<file path="src/core/pcsp_cfg.svh">
`ifndef PCSP_CFG_SVH
`define PCSP_CFG_SVH

`define PCSP_PC_W        15
`define PCSP_PTR_W       16
`define PCSP_DADDR_W     13
`define PCSP_PWORD_W     14
`define PCSP_STACK_DEPTH 16
`define PCSP_DEPTH_W     5
`define PCSP_RESET_VEC   15'h0000
`define PCSP_INT_VEC     15'h0004
`define PCSP_PC_STEP     15'h0001
`define PCSP_LAST_PGM    15'h07FF
`define PCSP_PGM_SEL_BIT 15
`define PCSP_LIN_BASE    16'h2000
`define PCSP_LIN_LAST    16'h29AF
`define PCSP_GPR_SPAN    12'h050
`define PCSP_GPR_OFS     12'h020
`define PCSP_PTR_RST     16'h0000
`define PCSP_NUM_PTR     2

`endif

</file>
<file path="src/core/pcsp_pkg.sv">
`include "pcsp_cfg.svh"

package pcsp_pkg;
	// program-flow commands from the decoder
	typedef enum logic [2:0] {
		OP_NOP,
		OP_STEP,
		OP_JUMP,
		OP_CALL,
		OP_RET,
		OP_RETFIE,
		OP_INTR
	} pcsp_op_e;

	// indirect access fsm states
	typedef enum logic {
		IND_IDLE,
		IND_FETCH
	} pcsp_ind_e;

	typedef logic [`PCSP_PC_W-1:0]  pcsp_pc_t;
	typedef logic [`PCSP_PTR_W-1:0] pcsp_ptr_t;

	typedef struct packed {
		pcsp_op_e op;     // flow command
		pcsp_pc_t target; // jump or call target
	} pcsp_cmd_s;

	// core registers copied on interrupt entry
	typedef struct packed {
		logic [7:0] wreg;
		logic [4:0] status;
		logic [5:0] bank;
		logic [6:0] pclatch;
	} pcsp_ctx_s;

	typedef struct packed {
		logic       en;   // write strobe
		logic       sel;  // pointer 0 or 1
		logic       high; // high byte when set
		logic [7:0] data;
	} pcsp_ptrwr_s;

	typedef struct packed {
		logic       start; // access through data port
		logic       sel;
		logic       write;
		logic [7:0] wdata;
	} pcsp_indreq_s;

	typedef struct packed {
		logic                     re;
		logic                     we;
		logic [`PCSP_DADDR_W-1:0] addr;
		logic [7:0]               wdata;
	} pcsp_memreq_s;
endpackage : pcsp_pkg

</file>
<file path="src/core/pcsp_stack.sv">
`timescale 1ns/1ps
`include "pcsp_cfg.svh"

module pcsp_stack (
	input  wire logic                     clk,
	input  wire logic                     rst_n,
	input  wire logic                     clkEn,
	input  wire logic                     clear,
	input  wire logic                     push,
	input  wire logic                     pop,
	input  wire pcsp_pkg::pcsp_pc_t       pushData,
	output pcsp_pkg::pcsp_pc_t            topData,
	output logic                          overflow,
	output logic                          underflow,
	output logic [`PCSP_DEPTH_W-1:0]      depth
);
	import pcsp_pkg::*;

	pcsp_pc_t                 entry      [`PCSP_STACK_DEPTH]; // return addresses
	pcsp_pc_t                 next_entry [`PCSP_STACK_DEPTH];
	logic [`PCSP_DEPTH_W-1:0] next_depth;
	logic                     full;
	logic                     empty;

	assign full      = (depth == `PCSP_DEPTH_W'(`PCSP_STACK_DEPTH));
	assign empty     = (depth == '0);
	assign overflow  = push & full;
	assign underflow = pop & empty;
	// empty stack hands back the reset vector rather than stale data
	assign topData   = empty ? `PCSP_RESET_VEC : entry[4'(depth - 5'h01)];

	// occupancy count
	always_comb begin
		next_depth = depth;
		if (clear) begin
			next_depth = '0;
		end else if (push && !full) begin
			next_depth = depth + 5'h01;
		end else if (pop && !empty) begin
			next_depth = depth - 5'h01;
		end
	end

	always_ff @(posedge clk) begin
		if (!rst_n) begin
			depth <= '0;
		end else if (clkEn) begin
			depth <= next_depth;
		end
	end

	// one storage word per level, a dedicated memory apart from data ram
	for (genvar i = 0; i < `PCSP_STACK_DEPTH; i++) begin : g_level
		always_comb begin
			next_entry[i] = entry[i];
			if (push && !full && !clear && depth == `PCSP_DEPTH_W'(i)) begin
				next_entry[i] = pushData;
			end
		end

		always_ff @(posedge clk) begin
			if (!rst_n) begin
				entry[i] <= `PCSP_RESET_VEC;
			end else if (clkEn) begin
				entry[i] <= next_entry[i];
			end
		end
	end
endmodule : pcsp_stack

</file>
<file path="src/core/pcsp_top.sv">
`timescale 1ns/1ps
`include "pcsp_cfg.svh"

module pcsp_top (
	input  wire logic                  clk,
	input  wire logic                  rst_n,
	input  wire logic                  clkEn,
	input  wire pcsp_pkg::pcsp_cmd_s   cmd,
	input  wire pcsp_pkg::pcsp_ctx_s   ctxIn,
	input  wire pcsp_pkg::pcsp_ptrwr_s ptrWr,
	input  wire pcsp_pkg::pcsp_indreq_s indReq,
	input  wire logic [`PCSP_PWORD_W-1:0] pgmData,
	input  wire logic                  stackRstEn,
	input  wire logic                  clrOverflow,
	input  wire logic                  clrUnderflow,
	output pcsp_pkg::pcsp_pc_t         pc,
	output logic                       pcBeyondLast,
	output pcsp_pkg::pcsp_ptr_t        ptr0,
	output pcsp_pkg::pcsp_ptr_t        ptr1,
	output pcsp_pkg::pcsp_ctx_s        shadowCtx,
	output logic                       ctxRestore,
	output pcsp_pkg::pcsp_memreq_s     memReq,
	output logic                       pgmRe,
	output pcsp_pkg::pcsp_pc_t         pgmAddr,
	output logic [7:0]                 indRdData,
	output logic                       indBusy,
	output logic                       stack_overflow_flag,
	output logic                       stack_underflow_flag,
	output logic                       swResetReq,
	output logic [`PCSP_DEPTH_W-1:0]   stackDepth
);
	import pcsp_pkg::*;

	// flow control and stack hookup
	pcsp_pc_t  next_pc;
	logic      next_pcBeyondLast;
	logic      push;
	logic      pop;
	pcsp_pc_t  pushData;
	pcsp_pc_t  topData;
	logic      ovfEvt;
	logic      unfEvt;
	pcsp_op_e  effOp;            // command after stall gating

	// status flags and self reset
	logic      next_ovfFlag;
	logic      next_unfFlag;
	logic      next_swResetReq;

	// shadow context
	pcsp_ctx_s next_shadowCtx;
	pcsp_ptr_t shadowPtr      [`PCSP_NUM_PTR];
	pcsp_ptr_t next_shadowPtr [`PCSP_NUM_PTR];
	logic      next_ctxRestore;
	logic      save;
	logic      restore;

	// indirect pointers and access
	pcsp_ptr_t    ptr      [`PCSP_NUM_PTR];
	pcsp_ptr_t    next_ptr [`PCSP_NUM_PTR];
	pcsp_ind_e    indState;
	pcsp_ind_e    next_indState;
	pcsp_memreq_s next_memReq;
	logic         next_pgmRe;
	pcsp_pc_t     next_pgmAddr;
	logic [7:0]   next_indRdData;
	pcsp_ptr_t    selPtr;
	logic [11:0]  linOfs;         // offset into linear window
	logic [11:0]  linBank;
	logic [11:0]  linIdx;
	logic [`PCSP_DADDR_W-1:0] mappedAddr;

	assign ptr0    = ptr[0];
	assign ptr1    = ptr[1];
	// the decoder holds its next command while the program word is fetched
	assign indBusy = (indState == IND_FETCH);
	assign effOp   = indBusy ? OP_NOP : cmd.op;

	pcsp_stack u_stack (
		.clk       (clk),
		.rst_n     (rst_n),
		.clkEn     (clkEn),
		.clear     (swResetReq),
		.push      (push),
		.pop       (pop),
		.pushData  (pushData),
		.topData   (topData),
		.overflow  (ovfEvt),
		.underflow (unfEvt),
		.depth     (stackDepth)
	);

	// program counter next value
	always_comb begin
		next_pc  = pc;
		push     = 1'b0;
		pop      = 1'b0;
		pushData = pc + `PCSP_PC_STEP;
		save     = 1'b0;
		restore  = 1'b0;
		if (swResetReq) begin
			next_pc = `PCSP_RESET_VEC;
		end else begin
			unique case (effOp)
				OP_NOP: begin
					next_pc = pc;
				end
				OP_STEP: begin
					next_pc = pc + `PCSP_PC_STEP;
				end
				OP_JUMP: begin
					next_pc = cmd.target;
				end
				OP_CALL: begin
					push    = 1'b1;
					next_pc = cmd.target;
				end
				OP_RET: begin
					pop     = 1'b1;
					next_pc = topData;
				end
				OP_RETFIE: begin
					pop     = 1'b1;
					restore = 1'b1;
					next_pc = topData;
				end
				OP_INTR: begin
					// the interrupted instruction has not run, so it is the return point
					push     = 1'b1;
					pushData = pc;
					save     = 1'b1;
					next_pc  = `PCSP_INT_VEC;
				end
			endcase
		end
		// fetch beyond implemented memory is flagged, not wrapped
		next_pcBeyondLast = (next_pc > `PCSP_LAST_PGM);
	end

	always_ff @(posedge clk) begin
		if (!rst_n) begin
			pc           <= `PCSP_RESET_VEC;
			pcBeyondLast <= 1'b0;
		end else if (clkEn) begin
			pc           <= next_pc;
			pcBeyondLast <= next_pcBeyondLast;
		end
	end

	// sticky stack flags and error reset; a set beats a same-cycle clear
	always_comb begin
		next_ovfFlag    = ovfEvt | (stack_overflow_flag & ~clrOverflow);
		next_unfFlag    = unfEvt | (stack_underflow_flag & ~clrUnderflow);
		next_swResetReq = stackRstEn & (ovfEvt | unfEvt) & ~swResetReq;
	end

	// flags survive the self reset so software can see its cause
	always_ff @(posedge clk) begin
		if (!rst_n) begin
			stack_overflow_flag  <= 1'b0;
			stack_underflow_flag <= 1'b0;
			swResetReq           <= 1'b0;
		end else if (clkEn) begin
			stack_overflow_flag  <= next_ovfFlag;
			stack_underflow_flag <= next_unfFlag;
			swResetReq           <= next_swResetReq;
		end
	end

	// shadow copy of core registers
	always_comb begin
		next_shadowCtx  = shadowCtx;
		next_ctxRestore = restore & ~swResetReq;
		if (save) begin
			next_shadowCtx = ctxIn;
		end
	end

	always_ff @(posedge clk) begin
		if (!rst_n) begin
			shadowCtx  <= '0;
			ctxRestore <= 1'b0;
		end else if (clkEn) begin
			shadowCtx  <= next_shadowCtx;
			ctxRestore <= next_ctxRestore;
		end
	end

	// one pointer and its shadow per channel
	for (genvar i = 0; i < `PCSP_NUM_PTR; i++) begin : g_ptr
		always_comb begin
			next_ptr[i]       = ptr[i];
			next_shadowPtr[i] = shadowPtr[i];
			if (save) begin
				next_shadowPtr[i] = ptr[i];
			end
			if (swResetReq) begin
				next_ptr[i] = `PCSP_PTR_RST;
			end else if (restore) begin
				next_ptr[i] = shadowPtr[i];
			end else if (ptrWr.en && ptrWr.sel == 1'(i)) begin
				if (ptrWr.high) begin
					next_ptr[i] = {ptrWr.data, ptr[i][7:0]};
				end else begin
					next_ptr[i] = {ptr[i][15:8], ptrWr.data};
				end
			end
		end

		always_ff @(posedge clk) begin
			if (!rst_n) begin
				ptr[i]       <= `PCSP_PTR_RST;
				shadowPtr[i] <= `PCSP_PTR_RST;
			end else if (clkEn) begin
				ptr[i]       <= next_ptr[i];
				shadowPtr[i] <= next_shadowPtr[i];
			end
		end
	end

	// pointer to data address: linear window folds onto the gpr of banks 0 to 30
	always_comb begin
		selPtr     = ptr[indReq.sel];
		linOfs     = 12'(selPtr - `PCSP_LIN_BASE);
		linBank    = linOfs / `PCSP_GPR_SPAN;
		linIdx     = (linOfs % `PCSP_GPR_SPAN) + `PCSP_GPR_OFS;
		mappedAddr = selPtr[`PCSP_DADDR_W-1:0];
		if (selPtr >= `PCSP_LIN_BASE && selPtr <= `PCSP_LIN_LAST) begin
			mappedAddr = {linBank[5:0], linIdx[6:0]};
		end
	end

	// indirect data port sequencing
	always_comb begin
		next_indState  = indState;
		next_memReq    = '0;
		next_pgmRe     = 1'b0;
		next_pgmAddr   = pgmAddr;
		next_indRdData = indRdData;
		if (swResetReq) begin
			next_indState = IND_IDLE;
		end else begin
			unique case (indState)
				IND_IDLE: begin
					if (indReq.start && selPtr[`PCSP_PGM_SEL_BIT]) begin
						// program target: writes are dropped, reads stall a cycle
						if (!indReq.write) begin
							next_pgmRe    = 1'b1;
							next_pgmAddr  = selPtr[`PCSP_PC_W-1:0];
							next_indState = IND_FETCH;
						end
					end else if (indReq.start) begin
						next_memReq.re    = ~indReq.write;
						next_memReq.we    = indReq.write;
						next_memReq.addr  = mappedAddr;
						next_memReq.wdata = indReq.wdata;
					end
				end
				IND_FETCH: begin
					next_indRdData = pgmData[7:0];
					next_indState  = IND_IDLE;
				end
			endcase
		end
	end

	// program memory is modelled as answering within the fetch cycle
	always_ff @(posedge clk) begin
		if (!rst_n) begin
			indState  <= IND_IDLE;
			memReq    <= '0;
			pgmRe     <= 1'b0;
			pgmAddr   <= `PCSP_RESET_VEC;
			indRdData <= 8'h00;
		end else if (clkEn) begin
			indState  <= next_indState;
			memReq    <= next_memReq;
			pgmRe     <= next_pgmRe;
			pgmAddr   <= next_pgmAddr;
			indRdData <= next_indRdData;
		end
	end
endmodule : pcsp_top

</file>
<file path="config.mk">
export PLATFORM = sky130hd
export DESIGN_NAME = pcsp_top
export DESIGN_NICKNAME = d
export VERILOG_FILES = /design/src/core/pcsp_pkg.sv /design/src/core/pcsp_stack.sv /design/src/core/pcsp_top.sv
export VERILOG_INCLUDE_DIRS = /design/src /design/src/core
export SDC_FILE = /design/constraint.sdc
export NUM_CORES = 1
export LEC_CHECK = 0
export BUFFER_PORTS_ARGS = -buffer_cell sky130_fd_sc_hd__clkbuf_2
export CAP_MARGIN = 20
export CORE_ASPECT_RATIO = 2
export CORE_MARGIN = 2
export CORE_UTILIZATION = 35
export CTS_BUF_LIST = sky130_fd_sc_hd__clkbuf_4
export DETAILED_ROUTE_END_ITERATION = 10
export PLACE_DENSITY = 0.5
export SLEW_MARGIN = 10
export SYNTH_ARGS = -nofsm -noshare
export SYNTH_HDL_FRONTEND = slang
export SYNTH_SLANG_ARGS = --single-unit
</file>
<file path="constraint.sdc">
create_clock -name clk -period 4.25 [get_ports clk]
set_input_delay 0.6375 -clock clk [delete_from_list [all_inputs] [get_ports clk]]
set_output_delay 0.6375 -clock clk [all_outputs]
set_load 0.02 [all_outputs]
</file>
==> results.md, run 1 <==
* Status: complete, no violations
* Initial cell density of the core at 35.2%
* CTS HTree Levels at 3
* Max Clk Rate at 279 MHz
* WS Path Type: reg2reg
* Share of cells above drive strength 1 at 28.1%
* Synthesized area at roughly 18000 µm²
* Longest Clk Path Bufs at 3
* Vias in the first global route at 14400
* Top FF cell, synth: edfxtp_1
* CP startpoint: u_stack.depth[0]
* Final Instance Count excl. Fillers at 2632
* Worst path slowest cell: ha_2
* Worst Tran Pin Value at ~1.1 ns
* CTS Sinks at 402
* Port Buffer Count at 210
* TritonCTS buffer count at 95
* Die Height at 329 µm
* Post-synth EDFFs at just over 300
* Post-synthesis sequential area ratio at approximately 60%
* CP dominant cell by count: buf_4
* Boundary Pins at about 220
* VDD IR max at 0.198 mV
* Vias at 14100
* Post-detail-place hpwl at 45300 µm
* Synth area leaders: edfxtp_1 (49%), dfxtp_1 (11%), mux4_2 (7.3%)
* MaxCap Viol Count at 0
* Mapped Avg Cell Area at 11.7 µm²
* Drt initial violations at 938
* Gr ovfl total at 0
* First-pass GRT wire length at 91800 µm
* Routed vias/inst at 5.34
* Setup TNS Final at 0 ns
* CTS tree: built
* Hold/Removal Path Class: in2reg
* DIE AREA at 54700 µm²
* Row Count at 119
* Period utilisation layout at 84.2%
* WL final at 63000 µm
* Min-delay src: stackRstEn
* Placed Instances at 2421
* Crit path largest cell delay at 0.69 ns
* Clk Latency, worst-skew pair at 0.86 ns
* CP startpoint kind: flop
* Min Hold Slack at 0.0596 ns
* Antenna violations before repair at 4
* DIE WIDTH at 166 µm
* Fin Clk Skew at about 0.053 ns
* Clock Pin Slew Worst Setup and Hold Paths at 0.08 ns
* Final ANT Viol Nets at 0
* Pre-antenna DRT Iters at 5
* Fin util at 42.3%
* DRC at 0
* Gp weighted congestion at roughly 0.86
* Max-slew headroom at the worst pin at 28.8%
* Final Slew Violations at 0
* Commonest cells after routing, fill and taps aside: edfxtp_1 (304), nor2_1 (283), nand2_1 (216), clkbuf_2 (209), clkbuf_4 (150)
* Filler instances at between 5000 and 6000
* Netlist cell types at 68
* Worst setup EP type: flop
* Syn_nets at approximately 1700
* Data arrival, critical path at 4.29 ns
* Endpoints failing hold at 0
* Post-CTS Resized at 0
* Nets at 1981
* P&R area growth vs syn at 20.1%
* Clk root buf: clkbuf_4
* GRT Total Usage at 22.8%
* Core outline area at 52400 µm²
* Yosys top cell area share at 49.5%
* Worst r2r src: u_stack.depth[0]
* Unrepaired setup endpoints after global routing: false
* Worst-path fanout max at 19
* Largest net degree at the start of global routing at 44
* Pwr dens at about 430 nW/µm²
* Commonest non-fill, non-tap cell in the layout: edfxtp_1
* Yosys Warn Count at 0
* Required @ worst endpoint at roughly 5.0 ns
* Tmin final at 3.58 ns
* Async set or reset register ratio after synthesis at 0%
* Critical path cell sequence: inv_1, ha_2, buf_4, buf_4, buf_4, mux4_2, mux2_2, o211ai_1, a21oi_1, a21oi_1, nor2_1
* Wire per inst at 23.9 µm
* Leak pwr at 8.54 nW
* Post-synth top area cell: edfxtp_1
* Register bit total from synthesis at 402
* Final setup vio count at 0
* Syn Inst Count at 1584
[synthesized netlist by cell type (24+ instances only)]
cell	number
and3_1	43
dfxtp_1	98
mux2i_1	37
a21boi_0	28
nor2b_1	24
nor2_1	284
nand2_1	216
clkbuf_1	93
o21ai_0	35
edfxtp_1	304
a21oi_1	72
mux4_2	60
[per-stage QoR]
stage,setup WS (ns),instance area [µm²],power [mW]
floorplan,0.402,18500,5.56
global placement,0.643,20500,6.17
detailed placement,0.599,20500,6.18
CTS,0.587,22200,9.63
global route,0.423,22200,9.93
finish,0.672,22200,9.49
[state kept, by name (all words and copies together) (netlist names)]
signal,cells
u_stack.entry,240
ptr,32
shadowPtr,32
shadowCtx,26
memReq,23
pc,15
pgmAddr,15
indRdData,8
u_stack.depth,5
ctxRestore,1
pcBeyondLast,1
pgmRe,1
stack_overflow_flag,1
stack_underflow_flag,1
swResetReq,1
[worst max-delay path: cells and delay by family (launching register included)]
family / cells / cell delay, ns
adders and majority gates: 1 / 0.69
and+or+nand+nor: 1 / 0.06
DFF: 1 / 0.53
muxes: 2 / 0.61
buffers and inverters: 4 / 1.08
AOI/OAI and AO/OA: 3 / 0.46
[cell type report]
class	count	area, µm²	share of cell area, %
inverters	11	41.3	0.186
clock inverters	21	166	0.751
flip-flops and latches	402	11100	50.0
diodes	5	12.5	0.0564
clock buffers	150	1130	5.08
well taps	665	832	3.75
repair buffers	328	2030	9.15
multi-input cells	1050	6870	31.0
[layer usage]
metal / wire (µm) / global-route usage (%) / vias to the layer above / share of wire (%)
met1: 21100 / 22.7 / 6950 / 33
met4: 2420 / 10.3 / 4 / 3.9
met3: 3530 / 4.50 / 130 / 5.6
met5: 26 / 0 / - / 0.041
li1: - / - / 6436 / -
met2: 35900 / 44.8 / 535 / 57
[final timing paths]
check	endpoint	slack (ns)	cells after the start
worst max register to register	pc[10]	0.67	11
worst min register to register	memReq[22]	0.45	2
worst max-delay path	pc[10]	0.67	11
worst min-delay path	swResetReq	0.06	3
[power by group]
part | internal [mW] | switching (mW) | total [mW]
clock network | 1.78 | 1.60 | 3.38
logic | 0.608 | 1.01 | 1.62
registers | 4.38 | 0.114 | 4.49
[repair_timing]
item,CTS,global route
hold endpoints to repair,34,0
hold buffers,34,0
setup buffers,0,0
[cells by family after synthesis]
logic type,after synthesis,synth area share [%]
XOR/XNOR,31,1.47
AO/OA/AOI/OAI,243,9.11
adder cells (fa/ha/maj),9,0.583
AND/OR/NAND/NOR,651,15.1
flip-flops,402,60.1
multiplexers,116,10.6
buffers and inverters,132,2.97
Power figures use the tool's default switching activity.
==> run 2: changes to the inputs <==
--- a/config.mk
+++ b/config.mk
@@ -6,6 +6,7 @@
 export SDC_FILE = /design/constraint.sdc
 export NUM_CORES = 1
 export LEC_CHECK = 0
+export ABC_AREA = 1
 export BUFFER_PORTS_ARGS = -buffer_cell sky130_fd_sc_hd__clkbuf_2
 export CAP_MARGIN = 20
 export CORE_ASPECT_RATIO = 2
@@ -13,7 +14,7 @@
 export CORE_UTILIZATION = 35
 export CTS_BUF_LIST = sky130_fd_sc_hd__clkbuf_4
 export DETAILED_ROUTE_END_ITERATION = 10
-export PLACE_DENSITY = 0.5
+export PLACE_DENSITY = 0.52
 export SLEW_MARGIN = 10
 export SYNTH_ARGS = -nofsm -noshare
 export SYNTH_HDL_FRONTEND = slang
==> constraint.sdc (replaced) <==
create_clock -name clk -period 3.15 [get_ports clk]
set_input_delay 0.4725 -clock clk [delete_from_list [all_inputs] [get_ports clk]]
set_output_delay 0.4725 -clock clk [all_outputs]
set_load 0.02 [all_outputs]
==> results.md, run 2 <==
* Status: complete, no violations (unchanged)
* Clock Pin Slew Worst Setup and Hold Paths at 0.08 ns (about the same)
* Gr ovfl total at 0 (unchanged)
* Fin Clk Skew at 0.0474 ns (was 0.0529 ns)
* Drt initial violations at 964 (was 938)
* Unrepaired setup endpoints after global routing: true (was false)
* DIE WIDTH at 165 µm (was 166 µm)
* Post-synth EDFFs at 304 (unchanged)
* Worst setup EP type: flop (unchanged)
* WS Path Type: reg2reg (unchanged)
* Netlist cell types at 41 (was 68)
* Required @ worst endpoint at 3.84 ns (was 4.97 ns)
* Pwr dens at 588 nW/µm² (was 428 nW/µm²)
* Final Slew Violations at 0 (unchanged)
* Max-slew headroom at the worst pin at 52.9% (was 28.8%)
* Synthesized area at 18200 µm² (was 18500 µm²)
* Routed vias/inst at 5.18 (was 5.34)
* DRC at 0 (unchanged)
* Register area at 11100 µm² (unchanged)
* Worst Tran Pin Value at 0.706 ns (was 1.06 ns)
* Final setup vio count at 0 (unchanged)
* Port Buffer Count at 210 (unchanged)
* Boundary Pins at 217 (unchanged)
* MaxCap Viol Count at 0 (unchanged)
* VDD IR max at 0.326 mV (was 0.198 mV)
* CTS tree: built (unchanged)
* Post-synthesis sequential area ratio at 61.1% (was 60.1%)
* DIE AREA at 53800 µm² (was 54700 µm²)
* Syn Inst Count at 1951 (was 1584)
* Most frequent cells after synthesis: nor2_1 (395), nand2_1 (382), edfxtp_1 (304), a21oi_1 (179), clkbuf_1 (112) (was edfxtp_1 (304), nor2_1 (284), nand2_1 (216), dfxtp_1 (98), clkbuf_1 (93))
* Post-synth top area cell: edfxtp_1 (unchanged)
* Multi-input logic area at 6320 µm² (was 6870 µm²)
* Synth area leaders: edfxtp_1 (50%), dfxtp_1 (11%), nor2_1 (8.2%) (was edfxtp_1 (49%), dfxtp_1 (11%), mux4_2 (7.3%))
* P&R area growth vs syn at 25.0% (was 20.1%)
* Initial cell density of the core at 35.2% (about the same)
* Regs by FF count: u_stack.entry (240), ptr (32), shadowPtr (32) (unchanged)
* Wire per inst at 21.7 µm (was 23.9 µm)
* Yosys Warn Count at 0 (unchanged)
* GRT Total Usage at 24.7% (was 22.8%)
* Most common cell in the netlist: nor2_1 (was edfxtp_1)
* Tmin final at 2.89 ns (was 3.58 ns)
* Clk Latency, worst-skew pair at 0.84 ns (was 0.86 ns)
* Max FFs per register at 240 (unchanged)
* Async set or reset register ratio after synthesis at 0% (unchanged)
* Biggest register: u_stack.entry (unchanged)
* Die Height at 326 µm (was 329 µm)
* Max Clk Rate at 346 MHz (was 279 MHz)
* Filler instances at 5032 (was 5050)
* Hold/Removal Path Class: in2reg (unchanged)
* Vias at 15800 (was 14100)
* CTS Sinks at 402 (unchanged)
* CP startpoint kind: flop (unchanged)
* Commonest cells after routing, fill and taps aside: nor2_1 (392), nand2_1 (370), edfxtp_1 (304), clkbuf_2 (210), a21oi_1 (179) (was edfxtp_1 (304), nor2_1 (283), nand2_1 (216), clkbuf_2 (209), clkbuf_4 (150))
* Register bit total from synthesis at 402 (unchanged)
* Gp weighted congestion at 0.880 (was 0.863)
* Antenna violations before repair at 2 (was 4)
* Nets at 2414 (was 1981)
* Worst path slowest cell: edfxtp_1 (was ha_2)
* Commonest non-fill, non-tap cell in the layout: nor2_1 (was edfxtp_1)
* Data arrival, critical path at 3.59 ns (was 4.29 ns)
* Clk root buf: clkbuf_4 (unchanged)
* Period utilisation layout at 91.8% (was 84.2%)
* Largest net degree at the start of global routing at 126 (was 44)
* Yosys top cell area share at 50.3% (was 49.5%)
* Row Count at 118 (was 119)
* Syn_nets at 2044 (was 1677)
* Total power at 13.4 mW (was 9.49 mW)
* TritonCTS buffer count at 92 (was 95)
* Top FF cell, synth: edfxtp_1 (unchanged)
* Post-detail-place hpwl at 46100 µm (was 45300 µm)
* Vias in the first global route at 16000 (was 14400)
* Crit path largest cell delay at 0.47 ns (was 0.69 ns)
* Final ANT Viol Nets at 0 (unchanged)
* Endpoints failing hold at 0 (unchanged)
* Fin util at 44.0% (was 42.3%)
* Core outline area at 51500 µm² (was 52400 µm²)
* Pre-antenna DRT Iters at 5 (unchanged)
* First-pass GRT wire length at 97500 µm (was 91800 µm)
* Longest Clk Path Bufs at 3 (unchanged)
* Leak pwr at 9.32 nW (was 8.54 nW)
* Worst-path fanout max at 4 (was 19)
* Mapped Avg Cell Area at 9.31 µm² (was 11.7 µm²)
* WL final at 66300 µm (was 63000 µm)
* CP dominant cell by count: nand2_1 (was buf_4)
* Share of cells above drive strength 1 at 23.2% (was 28.1%)
* CTS HTree Levels at 3 (unchanged)
## run 2: changes by cell type in the layout (fill, tap and decap cells not counted), sizes merged, moves of 39 or more
cell	delta
nand2	+184
nor2	+111
a21oi	+107
inv	+100
o21ai	+79
mux4	-60
buf	+45
and3	-43
mux2i	-41
nand3	+39
## run 2: metrics by stage
step / setup TNS [ns] / setup WS (ns) / hold slack [ns] / cells / instance area, µm²
2_1_floorplan: -11.06 / -0.131 / 0.531 / 1951 / 18200
3_3_place_gp: 0 / 0.0643 / 0.447 / 2822 / 20800
3_5_place_dp: -0.0491 / -0.0361 / 0.448 / 2822 / 20800
4_1_cts: 0 / 0.187 / 0.0101 / 3047 / 22500
5_1_grt: -0.0440 / -0.0277 / 0.0230 / 3058 / 22700
6_report: 0 / 0.258 / 0.0419 / 3058 / 22700
## run 2: cells by family (layout without fill, tap and decap cells)
group	after synthesis	count (layout)	synth area share (%)
buffers and inverters	237	680	4.96
other	0	4	0
flip-flops	402	402	61.1
adder cells (fa/ha/maj)	7	7	0.482
AO/OA/AOI/OAI	410	410	13.4
XOR/XNOR	16	16	0.772
AND/OR/NAND/NOR	879	879	19.3
## run 2: final timing paths
kind,startpoint,endpoint,slack [ns],cells after the start
worst max-delay path,ptr[0][9],memReq[15],0.26,26
worst min-delay path,indReq[8],memReq[22],0.04,2
worst max register to register,ptr[0][9],memReq[15],0.26,26
worst min register to register,memReq[13],memReq[13],0.46,2
## run 2: final cells by class
cell class | count | share of cell area (%)
clock buffer | 141 | 4.67
inverter | 115 | 1.91
sequential | 402 | 48.9
multi-input combinational | 1312 | 27.8
tap | 660 | 3.64
timing repair buffer | 398 | 12.4
clock inverter | 26 | 0.573
antenna | 4 | 0.0441
## run 2: per-layer routing
| layer | share of wire, % | wire length [µm] | up-vias | GRT usage (%) |
|---|---|---|---|---|
| met5 | 0 | 0 | - | 0 |
| met2 | 53 | 35200 | 598 | 44.6 |
| met1 | 33 | 22200 | 7612 | 25.2 |
| met3 | 5.7 | 3780 | 180 | 4.48 |
| met4 | 7.7 | 5110 | 0 | 17.3 |
| li1 | - | - | 7459 | - |
## run 2: critical path: cells and delay by family, from the launching register on
family,cells,cell delay [ns]
simple gates,18,1.37
compound gates,3,0.55
flops,1,0.47
buf+inv,5,0.36
## run 2: what timing repair did
item                                   in CTS  in global routing
setup endpoints to repair                   0                 16
gates resized for setup                     0                 25
hold buffers                               58                  0
setup buffers                               0                  7
endpoints found under the hold margin      62                  0
## run 2: power breakdown
part           switching [mW]  internal (mW)
combinational            2.05          0.954
sequential              0.142           5.92
clock                    2.16           2.12
==> run 3: changes to the inputs <==
--- a/config.mk
+++ b/config.mk
@@ -15,6 +15,7 @@
 export CTS_BUF_LIST = sky130_fd_sc_hd__clkbuf_4
 export DETAILED_ROUTE_END_ITERATION = 10
 export PLACE_DENSITY = 0.52
+export RECOVER_POWER = 50
 export SLEW_MARGIN = 10
 export SYNTH_ARGS = -nofsm -noshare
 export SYNTH_HDL_FRONTEND = slang
==> results.md, run 3 (synthesis results as in run 2) <==
* Status: complete, but fails checks (was complete, no violations)
* Violated checks: max-capacitance violations, max-slew violations
* DIE AREA at 53800 µm² (unchanged)
* Placed instance area at 20800 µm² (unchanged)
* Gp weighted congestion at 0.880 (unchanged)
* Largest net degree at the start of global routing at 126 (unchanged)
* Final Slew Violations at 33 (was 0)
* Initial cell density of the core at 35.2% (unchanged)
* Biggest register: u_stack.entry (unchanged)
* Share of cells above drive strength 1 at 17.1% (was 23.2%)
* Pre-antenna DRT Iters at 6 (was 5)
* Final ANT Viol Nets at 0 (unchanged)
* Unrepaired setup endpoints after global routing: true (unchanged)
* Period utilisation layout at 92.6% (was 91.8%)
* Crit path largest cell delay at 0.86 ns (was 0.47 ns)
* Nets at 2414 (unchanged)
* Data arrival, critical path at 3.58 ns (was 3.59 ns)
* Regs by FF count: u_stack.entry (240), ptr (32), shadowPtr (32) (unchanged)
* Setup TNS Final at 0 ns (unchanged)
* Max-slew headroom at the worst pin at -15.6% (was 52.9%)
* Sequential share of power at 45.6% (was 45.4%)
* Endpoints failing hold at 0 (unchanged)
* Hold/Removal Path Class: in2reg (unchanged)
* Wire per inst at 21.7 µm (about the same)
* Min Hold Slack at 0.0350 ns (was 0.0419 ns)
* DRC at 0 (unchanged)
* Reg2Reg Setup Slack at 0.23 ns (was 0.26 ns)
* Drt initial violations at 982 (was 964)
* Grt peak-use layer: met2 (unchanged)
* Die Height at 326 µm (unchanged)
* CTS tree: built (unchanged)
* Pwr dens at 593 nW/µm² (was 588 nW/µm²)
* Boundary Pins at 217 (unchanged)
* Met3 Use GR at 4.48% (unchanged)
* Required @ worst endpoint at 3.81 ns (was 3.84 ns)
* Logic pwr share at 22.2% (was 22.5%)
* Max FFs per register at 240 (unchanged)
* First-pass GRT wire length at 97500 µm (unchanged)
* Max Clk Rate at 343 MHz (was 346 MHz)
* Worst-path fanout max at 33 (was 4)
* Final non-filler cell area at 22400 µm² (was 22700 µm²)
* Final Instance Count excl. Fillers at 3058 (unchanged)
* Fin Clk Skew at 0.0467 ns (was 0.0474 ns)
* Fin util at 43.5% (was 44.0%)
* Filler instances at 5114 (was 5032)
* Int Pwr at 8.96 mW (was 8.99 mW)
* Tmin final at 2.92 ns (was 2.89 ns)
* Leak pwr at 8.82 nW (was 9.32 nW)
* DIE WIDTH at 165 µm (unchanged)
* Part of the power in the clock network at 32.2% (was 32.1%)
* Vias in the first global route at 16000 (unchanged)
* Clk Latency, worst-skew pair at 0.85 ns (was 0.84 ns)
* Worst path slowest cell: clkbuf_1 (was edfxtp_1)
* Vias at 16000 (was 15800)
* CTS Sinks at 402 (unchanged)
* Met2 Track Usage GR at 44.6% (unchanged)
* Core outline area at 51500 µm² (unchanged)
* Worst Tran Pin Value at 1.73 ns (was 0.706 ns)
* WS Path Type: reg2reg (unchanged)
* Commonest non-fill, non-tap cell in the layout: nor2_1 (unchanged)
* Antenna violations before repair at 2 (unchanged)
* Final setup vio count at 0 (unchanged)
* Net switching power at 4.35 mW (was 4.36 mW)
* CP startpoint kind: flop (unchanged)
* Longest Clk Path Bufs at 3 (unchanged)
* Row Count at 118 (unchanged)
* VDD IR max at 0.343 mV (was 0.326 mV)
* P&R area growth vs syn at 23.5% (was 25.0%)
* Port Buffer Count at 210 (unchanged)
* Commonest cells after routing, fill and taps aside: nor2_1 (392), nand2_1 (370), edfxtp_1 (304), a21oi_1 (179), clkbuf_1 (146) (was nor2_1 (392), nand2_1 (370), edfxtp_1 (304), clkbuf_2 (210), a21oi_1 (179))
* Gr ovfl total at 0 (unchanged)
* Routed vias/inst at 5.22 (was 5.18)
* GRT Total Usage at 24.7% (unchanged)
* MaxCap Viol Count at 1 (was 0)
* Sw frac at 32.7% (was 32.6%)
* TritonCTS buffer count at 92 (unchanged)
* Worst setup EP type: flop (unchanged)
* Placed Instances at 2822 (unchanged)
* CTS HTree Levels at 3 (unchanged)
* Met1 Resource Use GR at 25.2% (unchanged)
* Clk root buf: clkbuf_4 (unchanged)
* Post-detail-place hpwl at 46100 µm (unchanged)
* Clock Pin Slew Worst Setup and Hold Paths at 0.08 ns (about the same)
* WL final at 66300 µm (about the same)
* Critical path cell sequence: nor2_1, clkbuf_1, clkinv_1, clkbuf_2, a21oi_1
[run 3: cell types whose count changed in the layout (fill, tap and decap cells not counted)]
cell and delta:
clkbuf_1 +146, clkbuf_2 -120, buf_4 -26, buf_12 -2
buf_6 +1, clkbuf_4 +1, o21ai_0 +1, o21ai_1 -1
[run 3: stage by stage]
stage / total power, mW / setup slack [ns]
after floorplan: 7.71 / -0.131
after global placement: 9.03 / 0.0643
after detailed placement: 9.05 / -0.0361
after CTS: 13.4 / 0.187
after global routing: 13.9 / -0.0295
final: 13.3 / 0.232
[run 3: repair_timing]
action | in CTS | in global routing
setup endpoints to repair | 0 | 16
hold buffers | 58 | 0
resized for setup | 0 | 25
buffers inserted | 0 | 7
hold endpoints to repair | 62 | 0
[run 3: layout make-up]
cell class / instances / area [µm²] / share of cell area (%)
Antenna cell: 4 / 10.0 / 0.0446
Multi-Input combinational cell: 1312 / 6320 / 28.2
Clock buffer: 141 / 1060 / 4.72
Timing Repair Buffer: 398 / 2550 / 11.4
Inverter: 115 / 433 / 1.93
Tap cell: 660 / 826 / 3.68
Sequential cell: 402 / 11100 / 49.5
Clock inverter: 26 / 130 / 0.580
[run 3: routing by layer]
metal | up-vias | share of wire (%) | routed length [µm]
met5 | - | 0 | 0
met4 | 0 | 7.7 | 5100
met3 | 179 | 5.8 | 3820
met2 | 640 | 53 | 35300
met1 | 7676 | 33 | 22100
li1 | 7463 | - | -
[run 3: worst paths after layout]
| check | startpoint | end | depth (start not counted) |
|---|---|---|---|
| worst max-delay path | swResetReq | ptr[1][15] | 5 |
| worst min-delay path | indReq[8] | memReq[22] | 2 |
| worst max register to register | swResetReq | ptr[1][15] | 5 |
| worst min register to register | memReq[13] | memReq[13] | 2 |
[run 3: power groups by stage]
stage	Combinational [mW]	Sequential [mW]	Clock, mW
final	2.96	6.06	4.28
after global routing	3.17	6.09	4.63
after CTS	2.94	6.06	4.40
after detailed placement	2.87	6.18	0
after global placement	2.86	6.17	0
after floorplan	1.46	6.24	0
[run 3: critical path: cells and delay by family (launching register included)]
family                 cells  cell delay (ns)
AND/OR/NAND/NOR            1             0.28
buffers and inverters      3             1.62
AO/OA/AOI/OAI              1             0.29
flip-flops                 1             0.52
